===== config.mk =====
export PLATFORM = sky130hd
export DESIGN_NAME = dms_sequencer
export DESIGN_NICKNAME = d
export VERILOG_FILES = /design/src/rtl/dms_pkg.sv /design/src/rtl/dms_sequencer.sv /design/src/rtl/dms_tick.sv
export SDC_FILE = /design/constraint.sdc
export NUM_CORES = 2
export LEC_CHECK = 0
export ABC_AREA = 0
export ABC_CLOCK_PERIOD_IN_PS = 6400
export BUFFER_PORTS_ARGS = -buffer_cell sky130_fd_sc_hd__buf_2
export CORE_MARGIN = 10
export CORE_UTILIZATION = 40
export DETAILED_ROUTE_END_ITERATION = 8
export MAX_ROUTING_LAYER = met4
export PLACE_DENSITY_LB_ADDON = 0.25
export RECOVER_POWER = 50
export SYNTH_ARGS = -nofsm -noshare
export SYNTH_HDL_FRONTEND = slang
export SYNTH_SLANG_ARGS = --single-unit

===== constraint.sdc =====
create_clock -name aclk -period 6.4 [get_ports aclk]
set_clock_uncertainty 0.1 [all_clocks]
set_input_delay 1.28 -clock aclk [delete_from_list [all_inputs] [get_ports aclk]]
set_output_delay 1.28 -clock aclk [all_outputs]
set_load 0.01 [all_outputs]

===== src/rtl/dms_pkg.sv =====
package dms_pkg;
	localparam int FREQ_W      = 48;
	localparam int PHASE_W     = 14;
	localparam int DWELL_W     = 20;
	localparam int REPEAT_W    = 32;
	localparam int PLL_W       = 5;
	localparam int PULSE_CYC   = 8;
	localparam logic [PLL_W-1:0] PLL_MULT_RST = 5'h0a;
	localparam logic [11:0] A_MODE   = 12'h000;
	localparam logic [11:0] A_F0_LO  = 12'h004;
	localparam logic [11:0] A_F0_HI  = 12'h008;
	localparam logic [11:0] A_F1_LO  = 12'h00c;
	localparam logic [11:0] A_F1_HI  = 12'h010;
	localparam logic [11:0] A_F2_LO  = 12'h014;
	localparam logic [11:0] A_F2_HI  = 12'h018;
	localparam logic [11:0] A_FD_LO  = 12'h01c;
	localparam logic [11:0] A_FD_HI  = 12'h020;
	localparam logic [11:0] A_DWELL  = 12'h024;
	localparam logic [11:0] A_REPEAT = 12'h028;
	localparam logic [11:0] A_PHASE  = 12'h02c;
	localparam logic [11:0] A_PLL    = 12'h030;
	localparam logic [11:0] A_STATUS = 12'h034;
	localparam logic [31:0] MODE_RST   = 32'h0000_0000;
	localparam logic [19:0] DWELL_RST  = 20'h00001;
	localparam logic [31:0] REPEAT_RST = 32'h0000_0005;
	localparam logic [1:0] RESP_OKAY   = 2'b00;
	localparam logic [1:0] RESP_SLVERR = 2'b10;
	typedef enum logic [2:0] {
		DMS_TONE  = 3'b000,
		DMS_FSK   = 3'b001,
		DMS_RAMP  = 3'b010,
		DMS_CHIRP = 3'b011,
		DMS_BPSK  = 3'b100
	} dms_mode_e;
endpackage


===== src/rtl/dms_sequencer.sv =====
`timescale 1ns/1ps
// Functional notes
// mode 0 outputs single tone frequency
// mode 1 key high second, low first
// fsk switch keeps phase continuous
// keying supported up to 15MHz
// undriven key reads as high
// mode 2 ramps first to second and back
// dwell is dwell count plus one clocks
// host sets repeat for aligned trigger
// repeat count accepts 5 to 2^32-1
// inexact counts let trigger drift
// mode 2 ramp ignores repeat count
// mode write starts output immediately
// mode 3 sawtooth resets at repeat time
// repeat time 2*(repeat+1) clocks
// chirp trigger pin pulses 8 clocks
// host holds key low in mode 3
// dwell count accepts 1 to 2^20-1
// frequency step 1uHz per unit
// mode 4 phase keyed, frequency first
// serial control only permits mode 0
// pll multiplier resets to 10
// host writes parameters under mode 0
module dms_sequencer
	import dms_pkg::*;
(
	input  wire logic                aclk,
	input  wire logic                aresetn,
	input  wire logic                ce,
	input  wire logic                key_select,
	input  wire logic                key_driven,
	input  wire logic                serial_only,
	input  wire logic [11:0]         s_axi_awaddr,
	input  wire logic                s_axi_awvalid,
	output logic                     s_axi_awready,
	input  wire logic [31:0]         s_axi_wdata,
	input  wire logic [3:0]          s_axi_wstrb,
	input  wire logic                s_axi_wvalid,
	output logic                     s_axi_wready,
	output logic [1:0]               s_axi_bresp,
	output logic                     s_axi_bvalid,
	input  wire logic                s_axi_bready,
	input  wire logic [11:0]         s_axi_araddr,
	input  wire logic                s_axi_arvalid,
	output logic                     s_axi_arready,
	output logic [31:0]              s_axi_rdata,
	output logic [1:0]               s_axi_rresp,
	output logic                     s_axi_rvalid,
	input  wire logic                s_axi_rready,
	output logic [FREQ_W-1:0]        freq_word,
	output logic [PHASE_W-1:0]       phase_word,
	output logic [PLL_W-1:0]         pll_multiplier,
	output logic                     update_trigger_pin,
	output logic                     update_trigger_pin_oe_n
);
	logic [2:0]          mode_q;
	logic [FREQ_W-1:0]   single_tone_frequency;
	logic [FREQ_W-1:0]   first_frequency;
	logic [FREQ_W-1:0]   second_frequency;
	logic [FREQ_W-1:0]   frequency_step;
	logic [DWELL_W-1:0]  dwell_count;
	logic [REPEAT_W-1:0] repeat_count;
	logic [PHASE_W-1:0]  first_phase_offset;
	logic [PHASE_W-1:0]  second_phase_offset;
	logic [PLL_W-1:0]    pll_q;
	logic                restart_q;
	logic                aw_q;
	logic                w_q;
	logic [11:0]         awaddr_q;
	logic [31:0]         wdata_q;
	logic [3:0]          wstrb_q;
	logic [FREQ_W-1:0]   ramp_q;
	logic                down_q;
	logic                dwell_tick;
	logic                half_tick;
	logic                half_q;
	logic [3:0]          pulse_q;
	logic                key_hi;
	logic                do_write;
	logic                wr_ok;
	logic [31:0]         rd_val;
	logic                rd_ok;

	// floating key pin pulls up
	assign key_hi   = key_driven ? key_select : 1'b1;
	assign do_write = aw_q && w_q && !s_axi_bvalid;

	function automatic logic [31:0] merge(input logic [31:0] old, input logic [31:0] nw,
		input logic [3:0] st);
		logic [31:0] r;
		r = old;
		for (int i = 0; i < 4; i++)
			if (st[i])
				r[i*8 +: 8] = nw[i*8 +: 8];
		return r;
	endfunction

	// write address and data taken in either order
	always_ff @(posedge aclk) begin
		if (!aresetn) begin
			aw_q     <= 1'b0;
			w_q      <= 1'b0;
			awaddr_q <= '0;
			wdata_q  <= '0;
			wstrb_q  <= '0;
		end else if (ce) begin
			if (s_axi_awvalid && s_axi_awready) begin
				aw_q     <= 1'b1;
				awaddr_q <= s_axi_awaddr;
			end else if (do_write) begin
				aw_q <= 1'b0;
			end
			if (s_axi_wvalid && s_axi_wready) begin
				w_q     <= 1'b1;
				wdata_q <= s_axi_wdata;
				wstrb_q <= s_axi_wstrb;
			end else if (do_write) begin
				w_q <= 1'b0;
			end
		end
	end

	always_ff @(posedge aclk) begin
		if (!aresetn) begin
			s_axi_awready <= 1'b0;
			s_axi_wready  <= 1'b0;
			s_axi_bvalid  <= 1'b0;
			s_axi_bresp   <= RESP_OKAY;
		end else if (ce) begin
			s_axi_awready <= !aw_q && !(s_axi_awvalid && s_axi_awready) && !s_axi_bvalid;
			s_axi_wready  <= !w_q && !(s_axi_wvalid && s_axi_wready) && !s_axi_bvalid;
			if (do_write) begin
				s_axi_bvalid <= 1'b1;
				s_axi_bresp  <= wr_ok ? RESP_OKAY : RESP_SLVERR;
			end else if (s_axi_bready) begin
				s_axi_bvalid <= 1'b0;
			end
		end
	end

	always_comb begin
		wr_ok = 1'b1;
		case (awaddr_q)
			A_MODE, A_F0_LO, A_F0_HI, A_F1_LO, A_F1_HI, A_F2_LO, A_F2_HI,
			A_FD_LO, A_FD_HI, A_DWELL, A_REPEAT, A_PHASE, A_PLL: wr_ok = 1'b1;
			default: wr_ok = 1'b0;
		endcase
	end

	// parameter registers; step lsb is one microhertz at default clock
	always_ff @(posedge aclk) begin
		if (!aresetn) begin
			mode_q                <= MODE_RST[2:0];
			single_tone_frequency <= '0;
			first_frequency       <= '0;
			second_frequency      <= '0;
			frequency_step        <= '0;
			dwell_count           <= DWELL_RST;
			repeat_count          <= REPEAT_RST;
			first_phase_offset    <= '0;
			second_phase_offset   <= '0;
			pll_q                 <= PLL_MULT_RST;
			restart_q             <= 1'b1;
		end else if (ce) begin
			restart_q <= 1'b0;
			if (do_write) begin
				case (awaddr_q)
					A_MODE: begin
						// mode write restarts the sequence at once
						restart_q <= 1'b1;
						// serial-only build locks mode 0
						if (serial_only || wdata_q[2:0] > DMS_BPSK)
							mode_q <= DMS_TONE;
						else
							mode_q <= wdata_q[2:0];
					end
					A_F0_LO: single_tone_frequency[31:0] <= merge(single_tone_frequency[31:0],
						wdata_q, wstrb_q);
					A_F0_HI: single_tone_frequency[47:32] <= 16'(merge({16'h0000,
						single_tone_frequency[47:32]}, wdata_q, wstrb_q));
					A_F1_LO: first_frequency[31:0] <= merge(first_frequency[31:0], wdata_q,
						wstrb_q);
					A_F1_HI: first_frequency[47:32] <= wdata_q[15:0];
					A_F2_LO: second_frequency[31:0] <= merge(second_frequency[31:0], wdata_q,
						wstrb_q);
					A_F2_HI: second_frequency[47:32] <= wdata_q[15:0];
					A_FD_LO: frequency_step[31:0] <= merge(frequency_step[31:0], wdata_q,
						wstrb_q);
					A_FD_HI: frequency_step[47:32] <= wdata_q[15:0];
					// zero dwell clamps to shortest legal value
					A_DWELL: dwell_count <= (wdata_q[19:0] == 20'h00000) ? DWELL_RST
						: wdata_q[19:0];
					// below 5 clamps to 5
					A_REPEAT: repeat_count <= (wdata_q < REPEAT_RST) ? REPEAT_RST : wdata_q;
					A_PHASE: begin
						first_phase_offset  <= wdata_q[13:0];
						second_phase_offset <= wdata_q[29:16];
					end
					A_PLL: pll_q <= wdata_q[4:0];
					default: ;
				endcase
			end
		end
	end

	always_comb begin
		rd_ok  = 1'b1;
		rd_val = 32'h0000_0000;
		case (s_axi_araddr)
			A_MODE:   rd_val = {29'h0, mode_q};
			A_F0_LO:  rd_val = single_tone_frequency[31:0];
			A_F0_HI:  rd_val = {16'h0000, single_tone_frequency[47:32]};
			A_F1_LO:  rd_val = first_frequency[31:0];
			A_F1_HI:  rd_val = {16'h0000, first_frequency[47:32]};
			A_F2_LO:  rd_val = second_frequency[31:0];
			A_F2_HI:  rd_val = {16'h0000, second_frequency[47:32]};
			A_FD_LO:  rd_val = frequency_step[31:0];
			A_FD_HI:  rd_val = {16'h0000, frequency_step[47:32]};
			A_DWELL:  rd_val = {12'h000, dwell_count};
			A_REPEAT: rd_val = repeat_count;
			A_PHASE:  rd_val = {2'b00, second_phase_offset, 2'b00, first_phase_offset};
			A_PLL:    rd_val = {27'h0, pll_q};
			A_STATUS: rd_val = {27'h0, update_trigger_pin, down_q, key_hi, 2'b00};
			default:  rd_ok = 1'b0;
		endcase
	end

	always_ff @(posedge aclk) begin
		if (!aresetn) begin
			s_axi_arready <= 1'b0;
			s_axi_rvalid  <= 1'b0;
			s_axi_rdata   <= '0;
			s_axi_rresp   <= RESP_OKAY;
		end else if (ce) begin
			s_axi_arready <= !s_axi_arready && !s_axi_rvalid && s_axi_arvalid;
			if (s_axi_arvalid && s_axi_arready) begin
				s_axi_rvalid <= 1'b1;
				s_axi_rdata  <= rd_val;
				s_axi_rresp  <= rd_ok ? RESP_OKAY : RESP_SLVERR;
			end else if (s_axi_rready) begin
				s_axi_rvalid <= 1'b0;
			end
		end
	end

	// dwell interval is dwell count + 1 clocks
	dms_tick #(.W(DWELL_W)) u_dwell (
		.aclk  (aclk),
		.clr   (!aresetn || (restart_q && ce)),
		.ce    (ce),
		.limit (dwell_count),
		.tick  (dwell_tick)
	);

	// half repeat time; two halves give 2*(repeat+1) clocks
	dms_tick #(.W(REPEAT_W)) u_repeat (
		.aclk  (aclk),
		.clr   (!aresetn || (restart_q && ce)),
		.ce    (ce),
		.limit (repeat_count),
		.tick  (half_tick)
	);

	// mode 2 ramp runs from the dwell tick only, repeat never gates it
	always_ff @(posedge aclk) begin
		if (!aresetn || (restart_q && ce)) begin
			ramp_q <= first_frequency;
			down_q <= 1'b0;
			half_q <= 1'b0;
		end else if (ce) begin
			if (half_tick)
				half_q <= !half_q;
			if (mode_q == DMS_RAMP && dwell_tick) begin
				if (!down_q) begin
					if (ramp_q + frequency_step >= second_frequency) begin
						ramp_q <= second_frequency;
						down_q <= 1'b1;
					end else begin
						ramp_q <= ramp_q + frequency_step;
					end
				end else begin
					if (ramp_q <= first_frequency + frequency_step) begin
						ramp_q <= first_frequency;
						down_q <= 1'b0;
					end else begin
						ramp_q <= ramp_q - frequency_step;
					end
				end
			end else if (mode_q == DMS_CHIRP) begin
				// sawtooth back to start at repeat expiry
				if (half_tick && half_q)
					ramp_q <= first_frequency;
				else if (dwell_tick && !key_hi) // key must be low
					ramp_q <= ramp_q + frequency_step;
			end
		end
	end

	// trigger is free-running from repeat counter, so inexact counts slide
	always_ff @(posedge aclk) begin
		// a started pulse runs out across a mode write, so no runt reaches the pin
		if (!aresetn) begin
			pulse_q <= '0;
		end else if (ce) begin
			if (half_tick && half_q && (mode_q == DMS_CHIRP || mode_q == DMS_RAMP))
				pulse_q <= 4'(PULSE_CYC);
			else if (pulse_q != 4'h0)
				pulse_q <= pulse_q - 4'h1;
		end
	end

	// output words; outside mode 4 only the increment word changes, so the phase stays continuous
	always_ff @(posedge aclk) begin
		if (!aresetn) begin
			freq_word               <= '0;
			phase_word              <= '0;
			pll_multiplier          <= PLL_MULT_RST;
			update_trigger_pin      <= 1'b0;
			update_trigger_pin_oe_n <= 1'b1;
		end else if (ce) begin
			pll_multiplier <= pll_q;
			phase_word     <= '0;
			// chirp and ramp modes drive trigger pin, 8-clock pulses
			update_trigger_pin_oe_n <= !(mode_q == DMS_CHIRP || mode_q == DMS_RAMP
				|| pulse_q != 4'h0);
			update_trigger_pin      <= (pulse_q != 4'h0);
			case (mode_q)
				DMS_TONE:  freq_word <= single_tone_frequency;
				// sampled every clock, far above 15MHz keying
				DMS_FSK:   freq_word <= key_hi ? second_frequency : first_frequency;
				DMS_RAMP:  freq_word <= ramp_q;
				DMS_CHIRP: freq_word <= ramp_q;
				DMS_BPSK: begin
					freq_word  <= first_frequency;
					phase_word <= key_hi ? second_phase_offset : first_phase_offset;
				end
				default:   freq_word <= single_tone_frequency;
			endcase
		end
	end
endmodule // dms_sequencer


===== src/rtl/dms_tick.sv =====
`timescale 1ns/1ps
module dms_tick
	import dms_pkg::*;
#(
	parameter int W = 32
) (
	input  wire logic         aclk,
	input  wire logic         clr,
	input  wire logic         ce,
	input  wire logic [W-1:0] limit,
	output logic              tick
);
	logic [W-1:0] cnt_q;
	always_ff @(posedge aclk) begin
		if (clr) begin
			cnt_q <= '0;
			tick  <= 1'b0;
		end else if (ce) begin
			tick <= (cnt_q >= limit);
			if (cnt_q >= limit)
				cnt_q <= '0;
			else
				cnt_q <= cnt_q + 1'b1;
		end
	end
endmodule // dms_tick


# == After elaboration in Yosys (flattened, before gate mapping) ==
# Memories as Yosys holds them, arrays and structs flattened. A register that Yosys moved wholly into a read port is not among the register bits.
# Cells that the tools add are included.
# word_totals
register_bits,549
mem_bits_ro,64
in_bits,71
out_inout_bits,110
word_cells,220
memories,1
# op_classes
n_addsub,6
order_cmp,6
n_eq_ne,29
mux,40
reduce_logical,84
# mem_list
memory,words,word_bits,rd,rd_clocked_by_memory_dff,wr,line_no,source
(name not given),64,1,1,1,0,dms_sequencer.sv:144,case (awaddr_q)
# ops
cell,n
two-way mux 48 bit,10
case mux 32 bit (14 select lines),1
case mux 48 bit (3 select lines),1
"equality test 12 x 6 -> 1 bit, second input constant",11
adder 48 bit,2
"equality test 12 x 5 -> 1 bit, second input constant",8
AND reduction 4 bit,18
two-way mux 32 bit,2
"equality test 12 x 4 -> 1 bit, second input constant",4
greater-or-equal comparator 48 bit,1
<= comparator 48 bit,1
subtractor 48 bit,1
two-way mux 20 bit,2
"adder 32 x 1 -> 32 bit, second input constant",1
greater-or-equal comparator 32 bit,1
"less-than comparator 32 x 3 -> 1 bit, second input constant",1
two-way mux 14 bit,2
AND reduction 3 bit,9
"equality test 12 x 3 -> 1 bit, second input constant",2
logical NOT 12 bit,2
AND reduction 2 bit,11
"adder 20 x 1 -> 20 bit, second input constant",1
greater-or-equal comparator 20 bit,1
logical NOT 20 bit,1
19 further kinds,71

# == Depth between registers and ports, before layout ==
# depth
depth_word,9
depth_mapped,26
ltp_nobuf,25

# == Cells and area by module ==
# Synthesis repeated with hierarchy kept, for this count alone.
# unflattened
cells_unflattened,4417
hier_area_um2,36880.4
# modules_own_cells
mod,instances,cells_each,area_per_inst_um2,seq_area_each_um2
dms_sequencer,1,3952,33002.9,10369.9
dms_tick at u_repeat,1,287,2372.3,660.6
dms_tick at u_dwell,1,178,1505.2,420.4

# == Worst setup path before layout ==
# OpenSTA, ideal clock, no wires.
# synth_timing
path_kind,reg2reg
start,register frequency_step[1]
end,register ramp_q[22] (data pin)
setup_time_ps,271
arrival_time_ps,5235
t_required_ps,6029
path_slack_ps,793
stages_incl_launch_ff,26
n_path_buf,1
period_less_slack_ps,5607
path_cell_list,dfxtp_1 inv_1 fa_1 o21bai_2 a2111oi_2 o211ai_2 a41oi_2 o31ai_4 a21oi_2 o41ai_2 a31oi_1 o21a_1 xnor2_1 ha_1 nand4_1 nor3_1 nand3_1 nor4_1 o21ai_0 a21oi_1 nor2_1 clkbuf_1 nand2_1 o21ai_0 a222oi_1 o21ai_0
# synth_between
elab_chain_len,7
elab_cells_between_ends,14
# synth_lines
element,line_no,source
start: declaration,dms_sequencer.sv:61,logic [FREQ_W-1:0] frequency_step;
start signal: assignment,dms_sequencer.sv:188,"A_FD_LO: frequency_step[31:0] <= merge(frequency_step[31:0], wdata_q,"
"adder 48 bit, on equally long branches",-,
"greater-or-equal comparator 48 bit, or another cell as far along",dms_sequencer.sv:276,if (ramp_q + frequency_step >= second_frequency) begin
"two-way mux 48 bit, on equally long branches","dms_sequencer.sv:276, dms_sequencer.sv:283, dms_sequencer.sv:292",
"two-way mux 48 bit, on equally long branches","dms_sequencer.sv:275, dms_sequencer.sv:290",
two-way mux 48 bit (*),dms_sequencer.sv:274,if (mode_q == DMS_RAMP && dwell_tick) begin
two-way mux 48 bit (*),dms_sequencer.sv:271,end else if (ce) begin
two-way mux 48 bit (*),dms_sequencer.sv:267,if (!aresetn || (restart_q && ce)) begin
end signal: assignment,dms_sequencer.sv:268,ramp_q <= first_frequency;
end signal: assignment,dms_sequencer.sv:277,ramp_q <= second_frequency;
end signal: assignment,dms_sequencer.sv:280,ramp_q <= ramp_q + frequency_step;
end: declaration,dms_sequencer.sv:73,logic [FREQ_W-1:0] ramp_q;
# Mark *: on every way between the ends. The rest lies on a longest branch, timed or not. The select of a mux whose other input is x is not followed.
# A chain may end at the register's enable or synchronous reset.

# == Worst setup path after layout ==
# layout_timing
start,register first_frequency[0]
end,register ramp_q[38] (data pin)
# layout_between
elab_chain_len,7
# layout_lines
element,line_no,source
start: declaration,dms_sequencer.sv:59,logic [FREQ_W-1:0] first_frequency;
start signal: assignment,dms_sequencer.sv:182,"A_F1_LO: first_frequency[31:0] <= merge(first_frequency[31:0], wdata_q,"
adder 48 bit,dms_sequencer.sv:283,if (ramp_q <= first_frequency + frequency_step) begin
<= comparator 48 bit,dms_sequencer.sv:283,
two-way mux 48 bit,dms_sequencer.sv:283,
two-way mux 48 bit,dms_sequencer.sv:275,if (!down_q) begin
two-way mux 48 bit,dms_sequencer.sv:274,
two-way mux 48 bit,dms_sequencer.sv:271,
two-way mux 48 bit,dms_sequencer.sv:267,
# No other way between the ends. The select of a mux whose other input is x is not followed.

==> metrics.yaml <==
status:
  status: "finished, violations left"
  violations: "capacitance limit, slew limit"
power:
  pwr-share-clk: 0.440
  ir_worst_vdd_mv: 0.225
  p_leak_nw: 16.0
  p_total_mw: 8.44
  switching_share: 0.290
  pwr-share-seq: 0.426
  switching_power_mw: 2.44
  p_comb_frac: 0.134
  p_int_mw: 6.00
  power.density_nw_per_um2: 200
cells_and_area:
  regArea_um2: 11500
  fillCellCount: 9261
  syn_to_final_growth_pct: 14.8
  post-route-util: 0.462
  multi_input_area_um2: 23700
  drive_above_1_share: 0.102
  final_cell_area_um2: 42200
  nets: 5312
worst_setup_path:
  start_kind: "register"
  critPathSlowestCell: "fa_1"
  cp.required_ns: 6.81
  r2r_slack_ns: 0.17
  crit_family: "compound AO/OA/AOI/OAI gates"
  cpPeakStageDelay_ns: 0.44
  cp.arrival_ns: 6.64
  critPathMaxFanout: 17
  reg2regPathDepth: 27
  r2r-start: "first_frequency[0]"
  rr_endpoint: "ramp_q[38]"
  critPathCaptureType: "register"
  path_buf_inv: 3
  crit_type: "reg -> reg"
synthesis:
  yosys_warnings: 0
  synth-seq-area-share: 0.311
  synthCells: 4764
  netlist_area_um2: 36800
  ys_ff_latch: 548
  synthTopCellsByArea: "dfxtp_1, ha_1, a21oi_1, nand2_1, mux2i_1"
  synth_edf_count: 48
  synth_cell_types: 91
  synthFlopType: "dfxtp_1"
  synth.avg_cell_area_um2: 7.73
  synthDominantCellAreaShare: 0.272
  async_flop_share: 0
  yosys.area.top_type: "dfxtp_1"
hold_path:
  holdPathEnd: "phase_word[0]"
  min_path_cells: 2
  hp-start: "phase_word[0]"
  hold_path.class: "reg -> reg"
die:
  start_util: 0.402
  io_pins: 181
  core_um2: 91500
  fp.dieH_um: 323
  fp.dieArea_um2: 105000
  dieWidth_um: 323
  num_rows: 111
cts:
  htree_levels: 2
  clk_latency_ns: 0.68
  cts_root_buffer: "clkbuf_16"
  clock-sinks: 548
  clock_path_buffers: 3
  clk_pin_slew_worst_paths_ns: 0.07
  numCtsBuffers: 60
  tritoncts: "built"
timing:
  setup_viol: 0
  hold_viol_final: 0
  finalMaxSlewViolations: 253
  setup_ws_ns: 0.169
  finalCritPeriodShare: 0.974
  fin_hold_ws_ns: 0.358
  timing.final.crit_period_ns: 6.23
  max_freq_mhz: 160
  tightest_slew_ns: 2.89
  relSlewSlack: -0.925
global_route:
  first_global_vias: 34900
  grt_pass1_wl_mm: 247
  grt_use_total: 0.326
  grt_overflow: 0
  antenna_found_initial: 4
  grt_max_degree: 208
route:
  totalWireLength_mm: 173
  drt_iter0_markers: 5137
  drtAntennaViolNets: 0
  drc_errors: 0
  drtPass1Iterations: 7
  drt-vias-per-instance: 6.15
  num_vias: 38000
  wl_per_cell_um: 27.9
place:
  io_buffers: 178
  post-dp-hpwl_mm: 133
  pre_cts_ws_ns: -0.413
  gp_congestion: 1.06
  post_dp_cell_area_um2: 40000
flow_run:
  max_cap_violations: 9
==> worst max path at each step <==
stage	start	end	slack, ns	cells past startpoint
floorplan	frequency_step[1]	ramp_q[22]	0.79	25
global placement	first_frequency[0]	ramp_q[40]	-0.30	28
detailed placement	first_frequency[0]	ramp_q[45]	-0.41	28
CTS	frequency_step[0]	ramp_q[45]	0.03	27
global route	first_frequency[0]	ramp_q[46]	-0.10	30
finish	first_frequency[0]	ramp_q[38]	0.17	27
==> worst reg2reg max path: stages (launching register included) <==
cell,delay (ns)
dfxtp_1,0.31
ha_1,0.23
fa_1,0.44
a21o_1,0.22
nand3_1,0.13
a31oi_2,0.20
a31o_2,0.30
o211a_1,0.33
a31oi_4,0.24
o21ai_2,0.19
o31ai_4,0.32
nand2b_1,0.17
a21oi_1,0.18
xor2_1,0.17
ha_1,0.24
nand2_1,0.09
nor2_1,0.05
a2111oi_1,0.35
o21ai_0,0.17
o221a_2,0.29
o31ai_4,0.29
buf_6,0.22
buf_12,0.16
nand3_1,0.10
nand2_2,0.21
buf_4,0.18
a22oi_1,0.09
o21ai_0,0.13
==> power by group through the flow <==
stage	registers (mW)	clock network [mW]	logic, mW
2_1_floorplan	3.61	0	0.683
3_3_place_gp	3.66	0	1.09
3_5_place_dp	3.66	0	1.09
4_1_cts	3.59	3.73	1.10
5_1_grt	3.59	3.88	1.22
6_report	3.60	3.71	1.13
==> sequential cells by signal (all words and copies together), names as in the netlist, 5 cells and up, named ones only <==
register	flops
u_repeat.cnt_q	32
second_frequency	48
pll_multiplier	5
phase_word	14
repeat_count	32
first_phase_offset	14
dwell_count	20
u_dwell.cnt_q	20
wdata_q	32
second_phase_offset	14
frequency_step	48
single_tone_frequency	48
freq_word	48
pll_q	5
first_frequency	48
awaddr_q	12
s_axi_rdata	32
ramp_q	48
==> kinds of logic after synthesis <==
kind of cell,count (synthesis),share of synthesized area
XOR/XNOR,177,0.0421
adder cells (fa/ha/maj),296,0.101
buffers and inverters,538,0.0560
AND/OR/NAND/NOR,1542,0.183
multiplexers,228,0.0621
other,1,0.000102
flip-flops,548,0.311
AO/OA/AOI/OAI,1434,0.245
==> what timing repair did <==
item / CTS / global route
setup buffers: 1 / 6
resized for setup: 14 / 51
hold buffers: 0 / 0
gates cloned: 0 / 0
setup endpoints to repair: 47 / 48
pin swaps: 2 / 18
==> cell usage after synthesis, types with 7 or more instances <==
library cell  instances
a21o_1               78
and3_1               28
a221oi_1             26
o22ai_1              65
o21bai_1             25
inv_1               230
edfxtp_1             48
nand3_1              60
nand2_1             602
ha_1                293
nand2b_1             85
o31ai_1              16
a22oi_1              93
or2_2                 8
o21ai_1              16
and2_1                7
nor3b_1               9
nand4_1              58
nor4_1               24
o21ai_0             265
nor3_1               55
clkbuf_1            269
a22o_1               23
a2111oi_0             9
a31oi_1              38
xor2_1               66
nor2b_1              27
or3_1                17
a211oi_1             19
o31a_1                7
mux2i_1             224
a222oi_1             32
a21oi_1             518
nor2_1              533
o21a_1               15
buf_2                14
o211ai_1            110
xnor2_1             111
dfxtp_1             500
buf_1                14
==> area by class of cell <==
class,count,share of cell area
sequential,548,0.271
timing repair buffer,421,0.0624
inverter,235,0.0211
antenna,1,0.0000592
multi-input combinational,3679,0.561
tap,1186,0.0351
clock inverter,29,0.00672
clock buffer,82,0.0424
==> through the flow <==
step	TNS [ns]	std cells
4_1_cts	0	6174
3_3_place_gp	-5.11	6062
3_5_place_dp	-8.48	6062
6_report	0	6181
2_1_floorplan	0	4765
5_1_grt	-0.828	6180
==> per-layer routing <==
metal,global-route usage,vias up,part of all wire
met5,-,-,0
li1,-,17400,-
met3,0.0609,390,0.10
met2,0.487,2102,0.43
met4,0.141,0,0.054
met1,0.426,18200,0.42
==> cells in the final DEF, fill, tap and decap left out, types with 27 or more instances in the layout <==
master     instances
nand2_1          599
nor2_1           524
a21oi_1          511
dfxtp_1          496
ha_1             290
o21ai_0          262
inv_1            229
mux2i_1          224
buf_4            222
clkbuf_1         126
o211ai_1         110
xnor2_1          106
a22oi_1           93
nand2b_1          84
a21o_1            78
buf_2             69
xor2_1            65
o22ai_1           65
clkbuf_16         65
nand3_1           58
nand4_1           58
nor3_1            51
edfxtp_1          48
a31oi_1           35
a222oi_1          32
and3_1            27
No activity file was read; power rests on OpenSTA's default activity.
